[config.mk]
export PLATFORM = sky130hd
export DESIGN_NAME = ccr_core_ctrl
export DESIGN_NICKNAME = d
export VERILOG_FILES = /design/src/hdl/ccr_pkg.sv /design/src/hdl/ccr_core_ctrl.sv
export VERILOG_INCLUDE_DIRS = /design/src /design/src/hdl
export SDC_FILE = /design/constraint.sdc
export NUM_CORES = 1
export LEC_CHECK = 0
export BUFFER_PORTS_ARGS = -buffer_cell sky130_fd_sc_hd__buf_2
export CAP_MARGIN = 20
export CORE_ASPECT_RATIO = 1.25
export CORE_MARGIN = 2
export CORE_UTILIZATION = 55
export DETAILED_ROUTE_END_ITERATION = 7
export PLACE_DENSITY = 0.83
export SKIP_LAST_GASP = 1
export SLEW_MARGIN = 20
export SYNTH_ARGS = -nofsm -noshare
export SYNTH_HDL_FRONTEND = slang
export SYNTH_SLANG_ARGS = --single-unit
[constraint.sdc]
create_clock -name clk_in -period 11.8 [get_ports clk_in]
set_clock_uncertainty 0.05 [all_clocks]
set_input_delay 3.54 -clock clk_in [delete_from_list [all_inputs] [get_ports clk_in]]
set_output_delay 3.54 -clock clk_in [all_outputs]
set_load 0.02 [all_outputs]
[src/hdl/ccr_consts.svh]
// Offsets, field positions, reset values and table figures for the
// converter core control register bank.
// Assumes inclusion by bare name from the package and the design file.
`ifndef CCR_CONSTS_SVH
`define CCR_CONSTS_SVH

// Printed offsets are not all multiples of four: these are indices,
// byte address is four times the index, word address equals the index.
`define CCR_IDX_TWO_A        8'h06
`define CCR_IDX_TWO_B        8'h07
`define CCR_IDX_THREE_A      8'h08
`define CCR_IDX_THREE_B      8'h09
`define CCR_IDX_TWO_VSET     8'h0e
`define CCR_IDX_TWO_FLOOR    8'h0f
`define CCR_IDX_THREE_VSET   8'h10
`define CCR_IDX_THREE_FLOOR  8'h11

`define CCR_BIT_ON           3'h7
`define CCR_BIT_GATING       3'h6
`define CCR_BIT_CHOICE       3'h5
`define CCR_BIT_PAIR_MODE    3'h4
`define CCR_BIT_BLEED        3'h3
`define CCR_BIT_FIXED_FREQ   3'h1
`define CCR_CAP_MSB          5
`define CCR_CAP_LSB          3
`define CCR_RAMP_MSB         2
`define CCR_RAMP_LSB         0

`define CCR_RST_A            8'he8
`define CCR_RST_B            8'h34
`define CCR_RST_VSET         8'h37
`define CCR_RST_FLOOR        8'h00
`define CCR_MASK_A           8'hfa
`define CCR_MASK_B           8'h3f

// Current cap in units of 0.5 A: code 2 gives 5 (2.5 A)
`define CCR_CAP_MIN_CODE     3'h2
`define CCR_CAP_OFFSET       4'h3

// Ramp rate in units of 0.01 mV/us, codes 0 to 7
`define CCR_RAMP_C0          12'hbb8
`define CCR_RAMP_C1          12'h5dc
`define CCR_RAMP_C2          12'h3e8
`define CCR_RAMP_C3          12'h2ee
`define CCR_RAMP_C4          12'h17c
`define CCR_RAMP_C5          12'h0be
`define CCR_RAMP_C6          12'h05e
`define CCR_RAMP_C7          12'h028

`define CCR_UNMAPPED_DATA    32'h00000000
`endif

[src/hdl/ccr_pkg.sv]
// Types shared by the converter core control register bank.
// Assumes the constants header sits beside it.
`include "ccr_consts.svh"
package ccr_pkg;
   typedef enum logic [1:0] {
      CCR_IDLE = 2'b00,
      CCR_ANSWER = 2'b01
   } ccr_bus_state_t;
endpackage : ccr_pkg

[src/hdl/ccr_core_ctrl.sv]
// Control register bank for converter cores two and three, Avalon-MM slave.
// Assumes a synchronous master and enable pins already synchronous to clk.
// Notes on behaviour
// - Bit 7 turns core on, resets one
// - Bit 6 gates core with chosen pin
// - Bit 5 picks pin, default second
// - Bit 4 makes pin roof/floor select
// - Floor state uses floor voltage setting
// - Bit 3 bleeds output while core off
// - Bit 1 forces fixed-frequency switching
// - Bits 5:3 set current cap, default 6
// - Current cap change applies while running
// - Bits 2:0 set ramp rate, default 4
// - Core three mirrors core two fields
//
// Chosen here: the Avalon-MM register port.
`timescale 1ns/1ns
`default_nettype none
`include "ccr_consts.svh"
module ccr_core_ctrl (
   input  wire logic        clk_in,               // 10 MHz clock
   input  wire logic        sys_rst_in,           // Async reset, high
   input  wire logic [7:0]  avs_address_in,       // Word address
   input  wire logic        avs_read_in,          // Read request
   input  wire logic        avs_write_in,         // Write request
   input  wire logic [31:0] avs_writedata_in,     // Write data
   input  wire logic [3:0]  avs_byteenable_in,    // Byte enables
   output logic [31:0]      avs_readdata_out,     // Read data
   output logic             avs_waitrequest_out,  // Stall
   output logic [1:0]       avs_response_out,     // 00 ok, 11 unmapped
   input  wire logic        enable_input_first_in,  // First enable pin
   input  wire logic        enable_input_second_in, // Second enable pin
   output logic [1:0]       core_run_out,         // Core running
   output logic [1:0]       core_output_bleed_out, // Discharge path on
   output logic [1:0]       core_fixed_freq_out,  // Forced fixed freq
   output logic [1:0]       core_floor_sel_out,   // Floor state active
   output logic [15:0]      core_target_vset_out, // Target code, 2x8
   output logic [7:0]       core_cap_half_amps_out, // Cap in 0.5 A, 2x4
   output logic [23:0]      core_ramp_rate_out    // Ramp, 0.01 mV/us, 2x12
);

   // Index 0 is core two, 1 is core three
   logic [7:0] ctl_a [2];
   logic [7:0] ctl_b [2];
   logic [7:0] vset [2];
   logic [7:0] floor_set [2];
   logic [7:0] next_ctl_a [2];
   logic [7:0] next_ctl_b [2];
   logic [7:0] next_vset [2];
   logic [7:0] next_floor_set [2];

   ccr_pkg::ccr_bus_state_t state;
   ccr_pkg::ccr_bus_state_t next_state;
   logic [31:0]             rdata;
   logic [31:0]             next_rdata;
   logic [1:0]              resp;
   logic [1:0]              next_resp;

   logic [1:0] run;
   logic [1:0] next_run;
   logic [1:0] bleed;
   logic [1:0] next_bleed;
   logic [1:0] ffreq;
   logic [1:0] next_ffreq;
   logic [1:0] flsel;
   logic [1:0] next_flsel;
   logic [15:0] tgt;
   logic [15:0] next_tgt;
   logic [7:0]  cap;
   logic [7:0]  next_cap;
   logic [23:0] ramp;
   logic [23:0] next_ramp;

   function automatic logic [11:0] ramp_rate(input logic [2:0] code);
      case (code)
         3'h0: ramp_rate = `CCR_RAMP_C0;
         3'h1: ramp_rate = `CCR_RAMP_C1;
         3'h2: ramp_rate = `CCR_RAMP_C2;
         3'h3: ramp_rate = `CCR_RAMP_C3;
         3'h4: ramp_rate = `CCR_RAMP_C4;
         3'h5: ramp_rate = `CCR_RAMP_C5;
         3'h6: ramp_rate = `CCR_RAMP_C6;
         default: ramp_rate = `CCR_RAMP_C7;
      endcase
   endfunction : ramp_rate

   // Codes 0 and 1 are undefined; they clamp to the lowest cap
   function automatic logic [3:0] cap_half_amps(input logic [2:0] code);
      if (code < `CCR_CAP_MIN_CODE) begin
         cap_half_amps = 4'h5;
      end else begin
         cap_half_amps = {1'b0, code} + `CCR_CAP_OFFSET;
      end
   endfunction : cap_half_amps

   function automatic logic [7:0] merge(input logic [7:0] old,
                                        input logic [7:0] wd,
                                        input logic       be,
                                        input logic [7:0] mask);
      merge = be ? (wd & mask) : old;
   endfunction : merge

   // Bus: every request answered one cycle after it is seen
   always_comb begin
      next_state = state;
      next_rdata = rdata;
      next_resp = resp;
      for (int i = 0; i < 2; i++) begin
         next_ctl_a[i] = ctl_a[i];
         next_ctl_b[i] = ctl_b[i];
         next_vset[i] = vset[i];
         next_floor_set[i] = floor_set[i];
      end
      case (state)
         ccr_pkg::CCR_IDLE: begin
            if (avs_read_in || avs_write_in) begin
               next_state = ccr_pkg::CCR_ANSWER;
               next_resp = 2'b00;
               next_rdata = `CCR_UNMAPPED_DATA;
               if (avs_address_in == `CCR_IDX_TWO_A) begin
                  next_rdata = {24'h000000, ctl_a[0]};
               end else if (avs_address_in == `CCR_IDX_TWO_B) begin
                  next_rdata = {24'h000000, ctl_b[0]};
               end else if (avs_address_in == `CCR_IDX_THREE_A) begin
                  next_rdata = {24'h000000, ctl_a[1]};
               end else if (avs_address_in == `CCR_IDX_THREE_B) begin
                  next_rdata = {24'h000000, ctl_b[1]};
               end else if (avs_address_in == `CCR_IDX_TWO_VSET) begin
                  next_rdata = {24'h000000, vset[0]};
               end else if (avs_address_in == `CCR_IDX_TWO_FLOOR) begin
                  next_rdata = {24'h000000, floor_set[0]};
               end else if (avs_address_in == `CCR_IDX_THREE_VSET) begin
                  next_rdata = {24'h000000, vset[1]};
               end else if (avs_address_in == `CCR_IDX_THREE_FLOOR) begin
                  next_rdata = {24'h000000, floor_set[1]};
               end else begin
                  next_resp = 2'b11;
               end
            end
         end
         default: begin
            next_state = ccr_pkg::CCR_IDLE;
            // Write lands on the edge the master sees waitrequest low
            // Reserved bits are masked to zero and read back as zero
            if (avs_write_in) begin
               if (avs_address_in == `CCR_IDX_TWO_A) begin
                  next_ctl_a[0] = merge(ctl_a[0], avs_writedata_in[7:0],
                     avs_byteenable_in[0], `CCR_MASK_A);
               end else if (avs_address_in == `CCR_IDX_TWO_B) begin
                  next_ctl_b[0] = merge(ctl_b[0], avs_writedata_in[7:0],
                     avs_byteenable_in[0], `CCR_MASK_B);
               end else if (avs_address_in == `CCR_IDX_THREE_A) begin
                  next_ctl_a[1] = merge(ctl_a[1], avs_writedata_in[7:0],
                     avs_byteenable_in[0], `CCR_MASK_A);
               end else if (avs_address_in == `CCR_IDX_THREE_B) begin
                  next_ctl_b[1] = merge(ctl_b[1], avs_writedata_in[7:0],
                     avs_byteenable_in[0], `CCR_MASK_B);
               end else if (avs_address_in == `CCR_IDX_TWO_VSET) begin
                  next_vset[0] = merge(vset[0], avs_writedata_in[7:0],
                     avs_byteenable_in[0], 8'hff);
               end else if (avs_address_in == `CCR_IDX_TWO_FLOOR) begin
                  next_floor_set[0] = merge(floor_set[0],
                     avs_writedata_in[7:0], avs_byteenable_in[0], 8'hff);
               end else if (avs_address_in == `CCR_IDX_THREE_VSET) begin
                  next_vset[1] = merge(vset[1], avs_writedata_in[7:0],
                     avs_byteenable_in[0], 8'hff);
               end else if (avs_address_in == `CCR_IDX_THREE_FLOOR) begin
                  next_floor_set[1] = merge(floor_set[1],
                     avs_writedata_in[7:0], avs_byteenable_in[0], 8'hff);
               end
            end
         end
      endcase
   end

   always_ff @(posedge clk_in or posedge sys_rst_in) begin
      if (sys_rst_in) begin
         state <= ccr_pkg::CCR_IDLE;
         rdata <= 32'h00000000;
         resp <= 2'b00;
         for (int i = 0; i < 2; i++) begin
            ctl_a[i] <= `CCR_RST_A;
            ctl_b[i] <= `CCR_RST_B;
            vset[i] <= `CCR_RST_VSET;
            floor_set[i] <= `CCR_RST_FLOOR;
         end
      end else begin
         state <= next_state;
         rdata <= next_rdata;
         resp <= next_resp;
         for (int i = 0; i < 2; i++) begin
            ctl_a[i] <= next_ctl_a[i];
            ctl_b[i] <= next_ctl_b[i];
            vset[i] <= next_vset[i];
            floor_set[i] <= next_floor_set[i];
         end
      end
   end

   // Core control decode, registered one cycle after the inputs change
   always_comb begin
      logic pin;
      logic gating;
      logic pair;
      pin = 1'b0;
      gating = 1'b0;
      pair = 1'b0;
      next_run = '0;
      next_bleed = '0;
      next_ffreq = '0;
      next_flsel = '0;
      next_tgt = '0;
      next_cap = '0;
      next_ramp = '0;
      for (int i = 0; i < 2; i++) begin
         pin = ctl_a[i][`CCR_BIT_CHOICE] ? enable_input_second_in
                                         : enable_input_first_in;
         gating = ctl_a[i][`CCR_BIT_GATING];
         pair = ctl_a[i][`CCR_BIT_PAIR_MODE];
         if (!gating) begin
            next_run[i] = ctl_a[i][`CCR_BIT_ON];
         end else if (!pair) begin
            next_run[i] = ctl_a[i][`CCR_BIT_ON] & pin;
         end else begin
            next_run[i] = ctl_a[i][`CCR_BIT_ON];
            // A core that is off has no floor state to show
            next_flsel[i] = ctl_a[i][`CCR_BIT_ON] & ~pin;
         end
         next_tgt[i*8 +: 8] = next_flsel[i] ? floor_set[i] : vset[i];
         next_bleed[i] = ~next_run[i] & ctl_a[i][`CCR_BIT_BLEED];
         next_ffreq[i] = ctl_a[i][`CCR_BIT_FIXED_FREQ];
         // No run qualifier: a new cap applies at once
         next_cap[i*4 +: 4] =
            cap_half_amps(ctl_b[i][`CCR_CAP_MSB:`CCR_CAP_LSB]);
         next_ramp[i*12 +: 12] =
            ramp_rate(ctl_b[i][`CCR_RAMP_MSB:`CCR_RAMP_LSB]);
      end
   end

   always_ff @(posedge clk_in or posedge sys_rst_in) begin
      if (sys_rst_in) begin
         run <= '0;
         bleed <= '0;
         ffreq <= '0;
         flsel <= '0;
         tgt <= '0;
         cap <= '0;
         ramp <= '0;
      end else begin
         run <= next_run;
         bleed <= next_bleed;
         ffreq <= next_ffreq;
         flsel <= next_flsel;
         tgt <= next_tgt;
         cap <= next_cap;
         ramp <= next_ramp;
      end
   end

   assign avs_readdata_out = rdata;
   assign avs_response_out = resp;
   assign avs_waitrequest_out = (avs_read_in || avs_write_in) &&
                                (state == ccr_pkg::CCR_IDLE);
   assign core_run_out = run;
   assign core_output_bleed_out = bleed;
   assign core_fixed_freq_out = ffreq;
   assign core_floor_sel_out = flsel;
   assign core_target_vset_out = tgt;
   assign core_cap_half_amps_out = cap;
   assign core_ramp_rate_out = ramp;

endmodule : ccr_core_ctrl
`default_nettype wire

Word-level counts from Yosys, hierarchy flattened
Index checks and enable logic that the tools add are counted.
Widths: inputs -> output; s select.

word-level totals
  output and inout port bits = 91
  ROM bits = 0
  latch bits = 0
  input port bits = 50
  RAM bits = 0
  flip-flop bits (word level) = 148
  memories = 0
  logic and storage cells = 109

operators by class
  add/subtract/negate cells = 2
  div/mod/pow operators = 0
  $lt $le $gt $ge = 2
  multiply operators = 0
  bitwise operators = 18
  multiplexer cells = 34
  reductions and logical operators = 14
  shift operators = 0
  equal/unequal tests = 21

operator list
  cell                 count
  $pmux 12 s7          2
  $mux 8               10
  $eq 8x4->1 const B   4
  $mux 2               10
  $eq 3x3->1 const B   6
  $eq 8x3->1 const B   2
  $eq 8x5->1 const B   2
  $eq 3x2->1 const B   4
  $not 1->1            12
  $reduce_and 11->1    1
  $mux 1               10
  $reduce_and 10->1    1
  $reduce_and 9->1     1
  $add 3x2->4 const B  2
  $mux 4               2
  $reduce_and 8->1     1
  $reduce_and 7->1     1
  $and 1x1->1          6
  $eq 3x1->1 const B   2
  $logic_not 3->1      2
  $lt 3x2->1 const B   2
  $reduce_and 6->1     1
  $reduce_and 5->1     1
  $reduce_and 4->1     1
  5 further kinds      5

Depth between registers and ports, before layout
Gate-level depths: netlist of the first run.

  depth in word-level cells = 9
  depth in mapped cells = 8
  mapped depth without buffers = 6

Worst setup path after synthesis of the first run
OpenSTA, ideal clock, no wires.

  path type = input to output
  start = in avs_read_in
  end = out avs_waitrequest_out
  stages on the path = 4
  arrival = 4166 ps
  path buffers = 1
  slack = 4044 ps
  data required time = 8210 ps
  cell sequence = nor2_1 > or2_2 > clkbuf_1 > clkinv_1

between the ends
  word-level cells in the longest chain between the ends = 2

RTL lines
  element             line                  RTL
  start: declaration  ccr_core_ctrl.sv:24   input wire logic avs_read_in,
  $logic_or 1x1->1    ccr_core_ctrl.sv:262  assign avs_waitrequest_out = (avs_read_in || avs_write_in) &&
  $logic_and 1x1->1   ccr_core_ctrl.sv:262
  end: declaration    ccr_core_ctrl.sv:29   output logic avs_waitrequest_out,

No other way between the ends.

Final worst setup path of the first run
Same ends and word-level chain as after synthesis.

==> flow_metrics.py, run 1 <==
metrics = {
    "synth": {
        "ys_ff_latch": 119,
        "synthArstFlopShare_pct": 100,
        "syn_inst": 451,
        "synth-main-ff-cell": "dfrtp_1",
        "avgSynthCellArea_um2": 12.0,
        "ys_seq_area_share_pct": 55.7,
        "ys_types": 56,
        "synth_edf_count": 0,
        "yosysWarnings": 0,
        "mappedNetlistArea_um2": 5400,
    },
    "hold_path": {
        "hp-start": "ctl_a[1]",
        "hp-class": "flip-flop to flip-flop",
    },
    "sta": {
        "rsz0062_at_grt": "false",
        "period_share_pct": 69.3,
        "setup_viol_count_final": 0,
        "tightest_slew_ns": 1.08,
        "slew_headroom_pct": 27.4,
        "timing.fmax_mhz": 122,
        "setup_tns_ns": 0,
        "drv_slew": 0,
        "period_needed_ns": 8.17,
        "hold_viol_final": 0,
    },
    "clock_tree": {
        "post-cts-setup-buffers": 0,
        "insertion_delay_ns": 0.41,
        "cts-root-buf": "clkbuf_16",
        "clkSinkCount": 119,
        "postCtsResizedCells": 0,
        "clkSlewWorstSetupHoldPaths_ns": 0.05,
        "cts_htree_levels": 4,
        "cts_made_buffers": 17,
        "hold_buffers": 0,
        "cts_tree": "built",
        "cts_buffer_depth": 2,
    },
    "placement": {
        "place_hpwl_mm": 7.87,
        "placed_cells": 637,
        "dpl-instance-area_um2": 5780,
        "gp_congestion": 0.898,
        "io_buffers": 87,
    },
    "layout": {
        "finalNonFillerCells": 669,
        "drive_above_1_share_pct": 41.6,
        "multiInputGateArea_um2": 2130,
        "fin_util_pct": 66.7,
        "syn_to_final_growth_pct": 18.7,
        "stdcell_area_um2": 6410,
        "antenna_cells": 0,
        "nFillCells": 736,
        "final_nets": 582,
        "seqCellArea_um2": 3010,
    },
    "floorplan": {
        "initial_core_util_pct": 56.2,
        "core-area_um2": 9610,
        "dieWidth_um": 92.6,
        "die_h_um": 115,
        "row_count": 40,
        "die_area_um2": 10600,
        "ios": 141,
    },
    "setup_path": {
        "critPathKind": "primary input to output port",
        "worst_ep_required_time_ns": 8.21,
        "cp.arrival_ns": 4.58,
        "rr_startpoint": "ctl_a[13]",
        "endpoint_kind": "output port",
        "crit_start": "avs_read_in",
        "start_kind": "primary input",
        "cp_max_fo": 15,
    },
    "route": {
        "drt_iter0_drc": 347,
        "ant_nets": 0,
        "routed_wl_mm": 11.8,
        "via_per_inst": 5.74,
        "first_pass_iters": 5,
        "vias": 3840,
        "route.detailed.drc": 0,
        "post_drt_wl_per_cell_um": 17.6,
    },
    "power_and_ir_drop": {
        "irDropWorstVdd_mv": 0.166,
        "power_leakage_nw": 3.13,
        "p_per_area_nw_per_um2": 160,
    },
    "flow_run": {
        "drv_cap": 0,
    },
    "global_routing": {
        "grt_remaining_overflow": 0,
        "antenna_found_initial": 0,
        "grt_pass1_wl_mm": 18.7,
        "grt_max_degree": 68,
        "grt_pass1_vias": 3765,
        "track_usage_pct": 23.1,
    },
    "run_status": {
        "status": "finished clean",
    },
}
-- final timing paths --
check                                                 end  slack (ns)  depth (start not counted)
worst max-delay path                  avs_waitrequest_out        3.63                          5
worst min-delay path               core_fixed_freq_out[1]        0.37                          0
worst max register to register    core_target_vset_out[4]        9.72                          3
worst min register to register     core_fixed_freq_out[1]        0.37                          0
max in group asynchronous                    floor_set[0]        7.29                          3
min in group asynchronous       core_cap_half_amps_out[7]        3.17                          2
-- sequential cells by signal (all words and copies together), names as in the netlist --
register and cells:
avs_readdata_out 8, avs_response_out 1, core_cap_half_amps_out 8, core_fixed_freq_out 2
core_floor_sel_out 2, core_output_bleed_out 2, core_ramp_rate_out 21, core_run_out 2
core_target_vset_out 16, ctl_a 12, ctl_b 12, floor_set 16
state 1, vset 16
-- placed cells by master (no fill, tap or decap), types with 4 or more instances in the layout --
cell / n
nor2b_1: 5
inv_1: 10
clkbuf_8: 8
mux2_4: 8
mux2_2: 65
nor3_1: 6
nand3_1: 8
o21ai_0: 15
nand2b_1: 6
dfstp_2: 24
nor2_1: 22
o22ai_1: 6
mux2i_1: 10
clkbuf_16: 17
o21a_1: 6
a21oi_1: 23
nand2_1: 29
dfrtp_1: 95
conb_1: 27
buf_2: 87
a31oi_1: 4
-- per-layer routing --
layer	GRT usage (%)	wire length (um)	up-vias
li1	-	-	1704
met1	27.9	4650	1909
met2	38.3	5960	185
met3	6.82	769	42
met4	11.4	370	0
met5	0	0	-
-- layout make-up --
class | count | share of cell area (%)
clock inverters | 6 | 1.33
repair buffers | 89 | 7.02
clock buffers | 26 | 8.41
well taps | 126 | 2.46
inverters | 12 | 0.741
flip-flops and latches | 119 | 46.9
multi-input cells | 291 | 33.1
-- per-stage QoR --
stage	worst slack, ns	hold slack [ns]	power, mW
6_report	3.63	0.371	1.02
5_1_grt	3.54	0.377	1.05
4_1_cts	3.64	0.368	1.03
3_5_place_dp	3.64	0.351	0.502
3_3_place_gp	3.65	0.348	0.499
2_1_floorplan	4.04	0.319	0.486
-- cell families (layout without fill, tap and decap cells) --
kind of cell	Yosys count	in the layout	share of synthesized area, %
simple gates	102	102	10.0
compound gates	76	76	8.99
fa+ha+maj	2	2	0.463
other cells	2	27	0.139
mux	84	84	17.8
flops	119	119	55.7
buf+inv	66	133	6.86
-- Yosys cell counts, types with 6 or more instances --
cell type / count / area (um2)
inv_1: 11 / 41.3
mux2_4: 8 / 120
o22ai_1: 6 / 37.5
a21oi_1: 23 / 115
dfstp_2: 24 / 631
dfrtp_1: 95 / 2380
nand2_1: 29 / 109
o21a_1: 6 / 45.0
nor2_1: 22 / 82.6
clkbuf_1: 21 / 78.8
nand2b_1: 6 / 37.5
nand3_1: 8 / 40.0
buf_4: 28 / 210
nor3_1: 6 / 30.0
o21ai_0: 15 / 75.1
mux2_2: 65 / 732
mux2i_1: 10 / 100
-- worst max-delay path, cell delays in order --
cell and delay [ns]:
buf_2 0.10, nor2_1 0.07, or2_2 0.30, clkinv_1 0.32
buf_2 0.25
-- power breakdown --
part           internal, mW  leakage (nW)  switching, mW  total, mW
clock                 0.355         0.305          0.172      0.527
combinational        0.0198          1.35         0.0508     0.0706
sequential            0.419          1.48        0.00619      0.425
total                 0.794          3.13          0.229       1.02
No activity file was read; power rests on OpenSTA's default activity.
==> run 2: changes to the inputs <==
--- a/config.mk
+++ b/config.mk
@@ -10,9 +10,9 @@
 export CAP_MARGIN = 20
 export CORE_ASPECT_RATIO = 1.25
 export CORE_MARGIN = 2
-export CORE_UTILIZATION = 55
+export CORE_UTILIZATION = 48
 export DETAILED_ROUTE_END_ITERATION = 7
-export PLACE_DENSITY = 0.83
+export PLACE_DENSITY = 0.76
 export SKIP_LAST_GASP = 1
 export SLEW_MARGIN = 20
 export SYNTH_ARGS = -nofsm -noshare
==> constraint.sdc (replaced) <==
create_clock -name clk_in -period 6.8 [get_ports clk_in]
set_clock_uncertainty 0.05 [all_clocks]
set_input_delay 2.04 -clock clk_in [delete_from_list [all_inputs] [get_ports clk_in]]
set_output_delay 2.04 -clock clk_in [all_outputs]
set_load 0.02 [all_outputs]
==> flow_metrics.py, run 2 (synthesized netlist as in run 1, its figures left out) <==
metrics = {
    "sta": {
        "timing.final.ws_setup_ns": 1.64,
        "setup_viol_count_final": 0,
        "period_share_pct": 75.9,
        "period_needed_ns": 5.16,
        "holdWs_ns": 0.378,
        "setup_tns_ns": 0,
        "slew_headroom_pct": 31.4,
        "rsz0062_at_grt": "false",
        "tightest_slew_ns": 1.02,
        "timing.fmax_mhz": 194,
        "drv_slew": 0,
        "hold_viol_final": 0,
    },
    "setup_path": {
        "critPathKind": "primary input to output port",
        "start_kind": "primary input",
        "cp.arrival_ns": 3.07,
        "cp_max_fo": 15,
        "worst_ep_required_time_ns": 4.71,
        "endpoint_kind": "output port",
    },
    "layout": {
        "largest_reg_flops": 21,
        "drive_above_1_share_pct": 41.1,
        "final_common_cell": "dfrtp_1",
        "final_nets": 582,
        "nFillCells": 876,
        "antenna_cells": 0,
        "finalNonFillerCells": 678,
        "syn_to_final_growth_pct": 18.6,
        "mostFrequentLayoutCells": "95 x dfrtp_1, 87 x buf_2, 65 x mux2_2",
    },
    "floorplan": {
        "initial_core_util_pct": 49.0,
        "core-area_um2": 11000,
        "dieWidth_um": 98.9,
        "ios": 141,
        "die_area_um2": 12100,
        "row_count": 43,
        "die_h_um": 123,
    },
    "global_routing": {
        "grt_max_degree": 63,
        "track_usage_pct": 21.0,
        "grt_pass1_vias": 3789,
        "grt_pass1_wl_mm": 19.3,
        "antenna_found_initial": 0,
        "grt_remaining_overflow": 0,
    },
    "power_and_ir_drop": {
        "switching_share_pct": 22.7,
        "power_frac_comb_pct": 7.0,
        "clock_power_share_pct": 51.2,
        "power_leakage_nw": 3.12,
        "p_int_mw": 1.37,
        "p_per_area_nw_per_um2": 276,
        "switching_power_mw": 0.402,
        "power.total_mw": 1.77,
        "irDropWorstVdd_mv": 0.129,
        "p_seq_share_pct": 41.8,
    },
    "route": {
        "vias": 3717,
        "via_per_inst": 5.48,
        "post_drt_wl_per_cell_um": 18.1,
        "route.detailed.drc": 0,
        "first_pass_iters": 5,
        "routed_wl_mm": 12.2,
        "drt_iter0_drc": 198,
        "ant_nets": 0,
    },
    "placement": {
        "io_buffers": 87,
        "place_hpwl_mm": 8.18,
        "placed_cells": 646,
        "gp_congestion": 0.861,
        "dp_slack_ns": 1.66,
    },
    "clock_tree": {
        "cts_htree_levels": 4,
        "post-cts-setup-buffers": 0,
        "postCtsResizedCells": 0,
        "cts_buffer_depth": 2,
        "clkSinkCount": 119,
        "hold_buffers": 0,
        "cts_made_buffers": 17,
        "cts-root-buf": "clkbuf_16",
        "clkSlewWorstSetupHoldPaths_ns": 0.05,
        "insertion_delay_ns": 0.41,
        "cts_tree": "built",
    },
    "hold_path": {
        "hp-class": "flip-flop to flip-flop",
    },
    "flow_run": {
        "drv_cap": 0,
    },
    "run_status": {
        "status": "finished clean",
    },
}
run 2: cell types whose count changed in the layout (fill, tap and decap cells not counted), sizes merged:
| cell | before | now |
|---|---|---|
| clkbuf | 26 | 24 |
| clkinv | 3 | 5 |
| clkinvlp | 2 | 1 |
| bufinv | 2 | 3 |
run 2: critical path, cell delays in order:
cell	delay (ns)
buf_2	0.10
nor2_1	0.08
or2_2	0.31
clkinv_1	0.29
buf_2	0.24
run 2: layer usage:
layer	GRT usage [%]	vias to the layer above	wire length, um
li1	-	1701	-
met1	24.7	1832	4880
met2	35.1	154	6230
met3	6.72	30	763
met4	10.0	0	360
met5	0	-	0
run 2: final cells by class:
type | instances | area, um2 | area share [%]
well taps | 135 | 169 | 2.64
multi-input cells | 291 | 2130 | 33.2
repair buffers | 89 | 450 | 7.03
clock buffers | 24 | 482 | 7.52
clock inverters | 8 | 121 | 1.90
flip-flops and latches | 119 | 3010 | 47.0
inverters | 12 | 47.5 | 0.742
run 2: through the flow:
stage	instance area, um2	util [%]
3_3_place_gp	5790	52.5
4_1_cts	6390	58.0
2_1_floorplan	5500	-
6_report	6400	58.1
5_1_grt	6400	58.1
3_5_place_dp	5790	52.5
run 2: final timing paths:
| kind | from | endpoint | slack (ns) | cells past startpoint |
|---|---|---|---|---|
| worst max-delay path | avs_read_in | avs_waitrequest_out | 1.64 | 5 |
| worst min-delay path | ctl_a[1] | core_fixed_freq_out[1] | 0.38 | 0 |
| worst max register to register | ctl_a[13] | core_target_vset_out[5] | 4.76 | 3 |
| worst min register to register | ctl_a[1] | core_fixed_freq_out[1] | 0.38 | 0 |
| max in group asynchronous | sys_rst_in | floor_set[10] | 3.78 | 3 |
| min in group asynchronous | sys_rst_in | core_cap_half_amps_out[4] | 1.70 | 2 |
run 2: power groups by stage:
stage                     sequential (mW)  clock (mW)  combinational (mW)
after floorplan                     0.760           0              0.0832
after global placement              0.749           0               0.119
after detailed placement            0.749           0               0.122
after CTS                           0.738       0.918               0.123
after global routing                0.740       0.948               0.135
final                               0.738       0.905               0.124
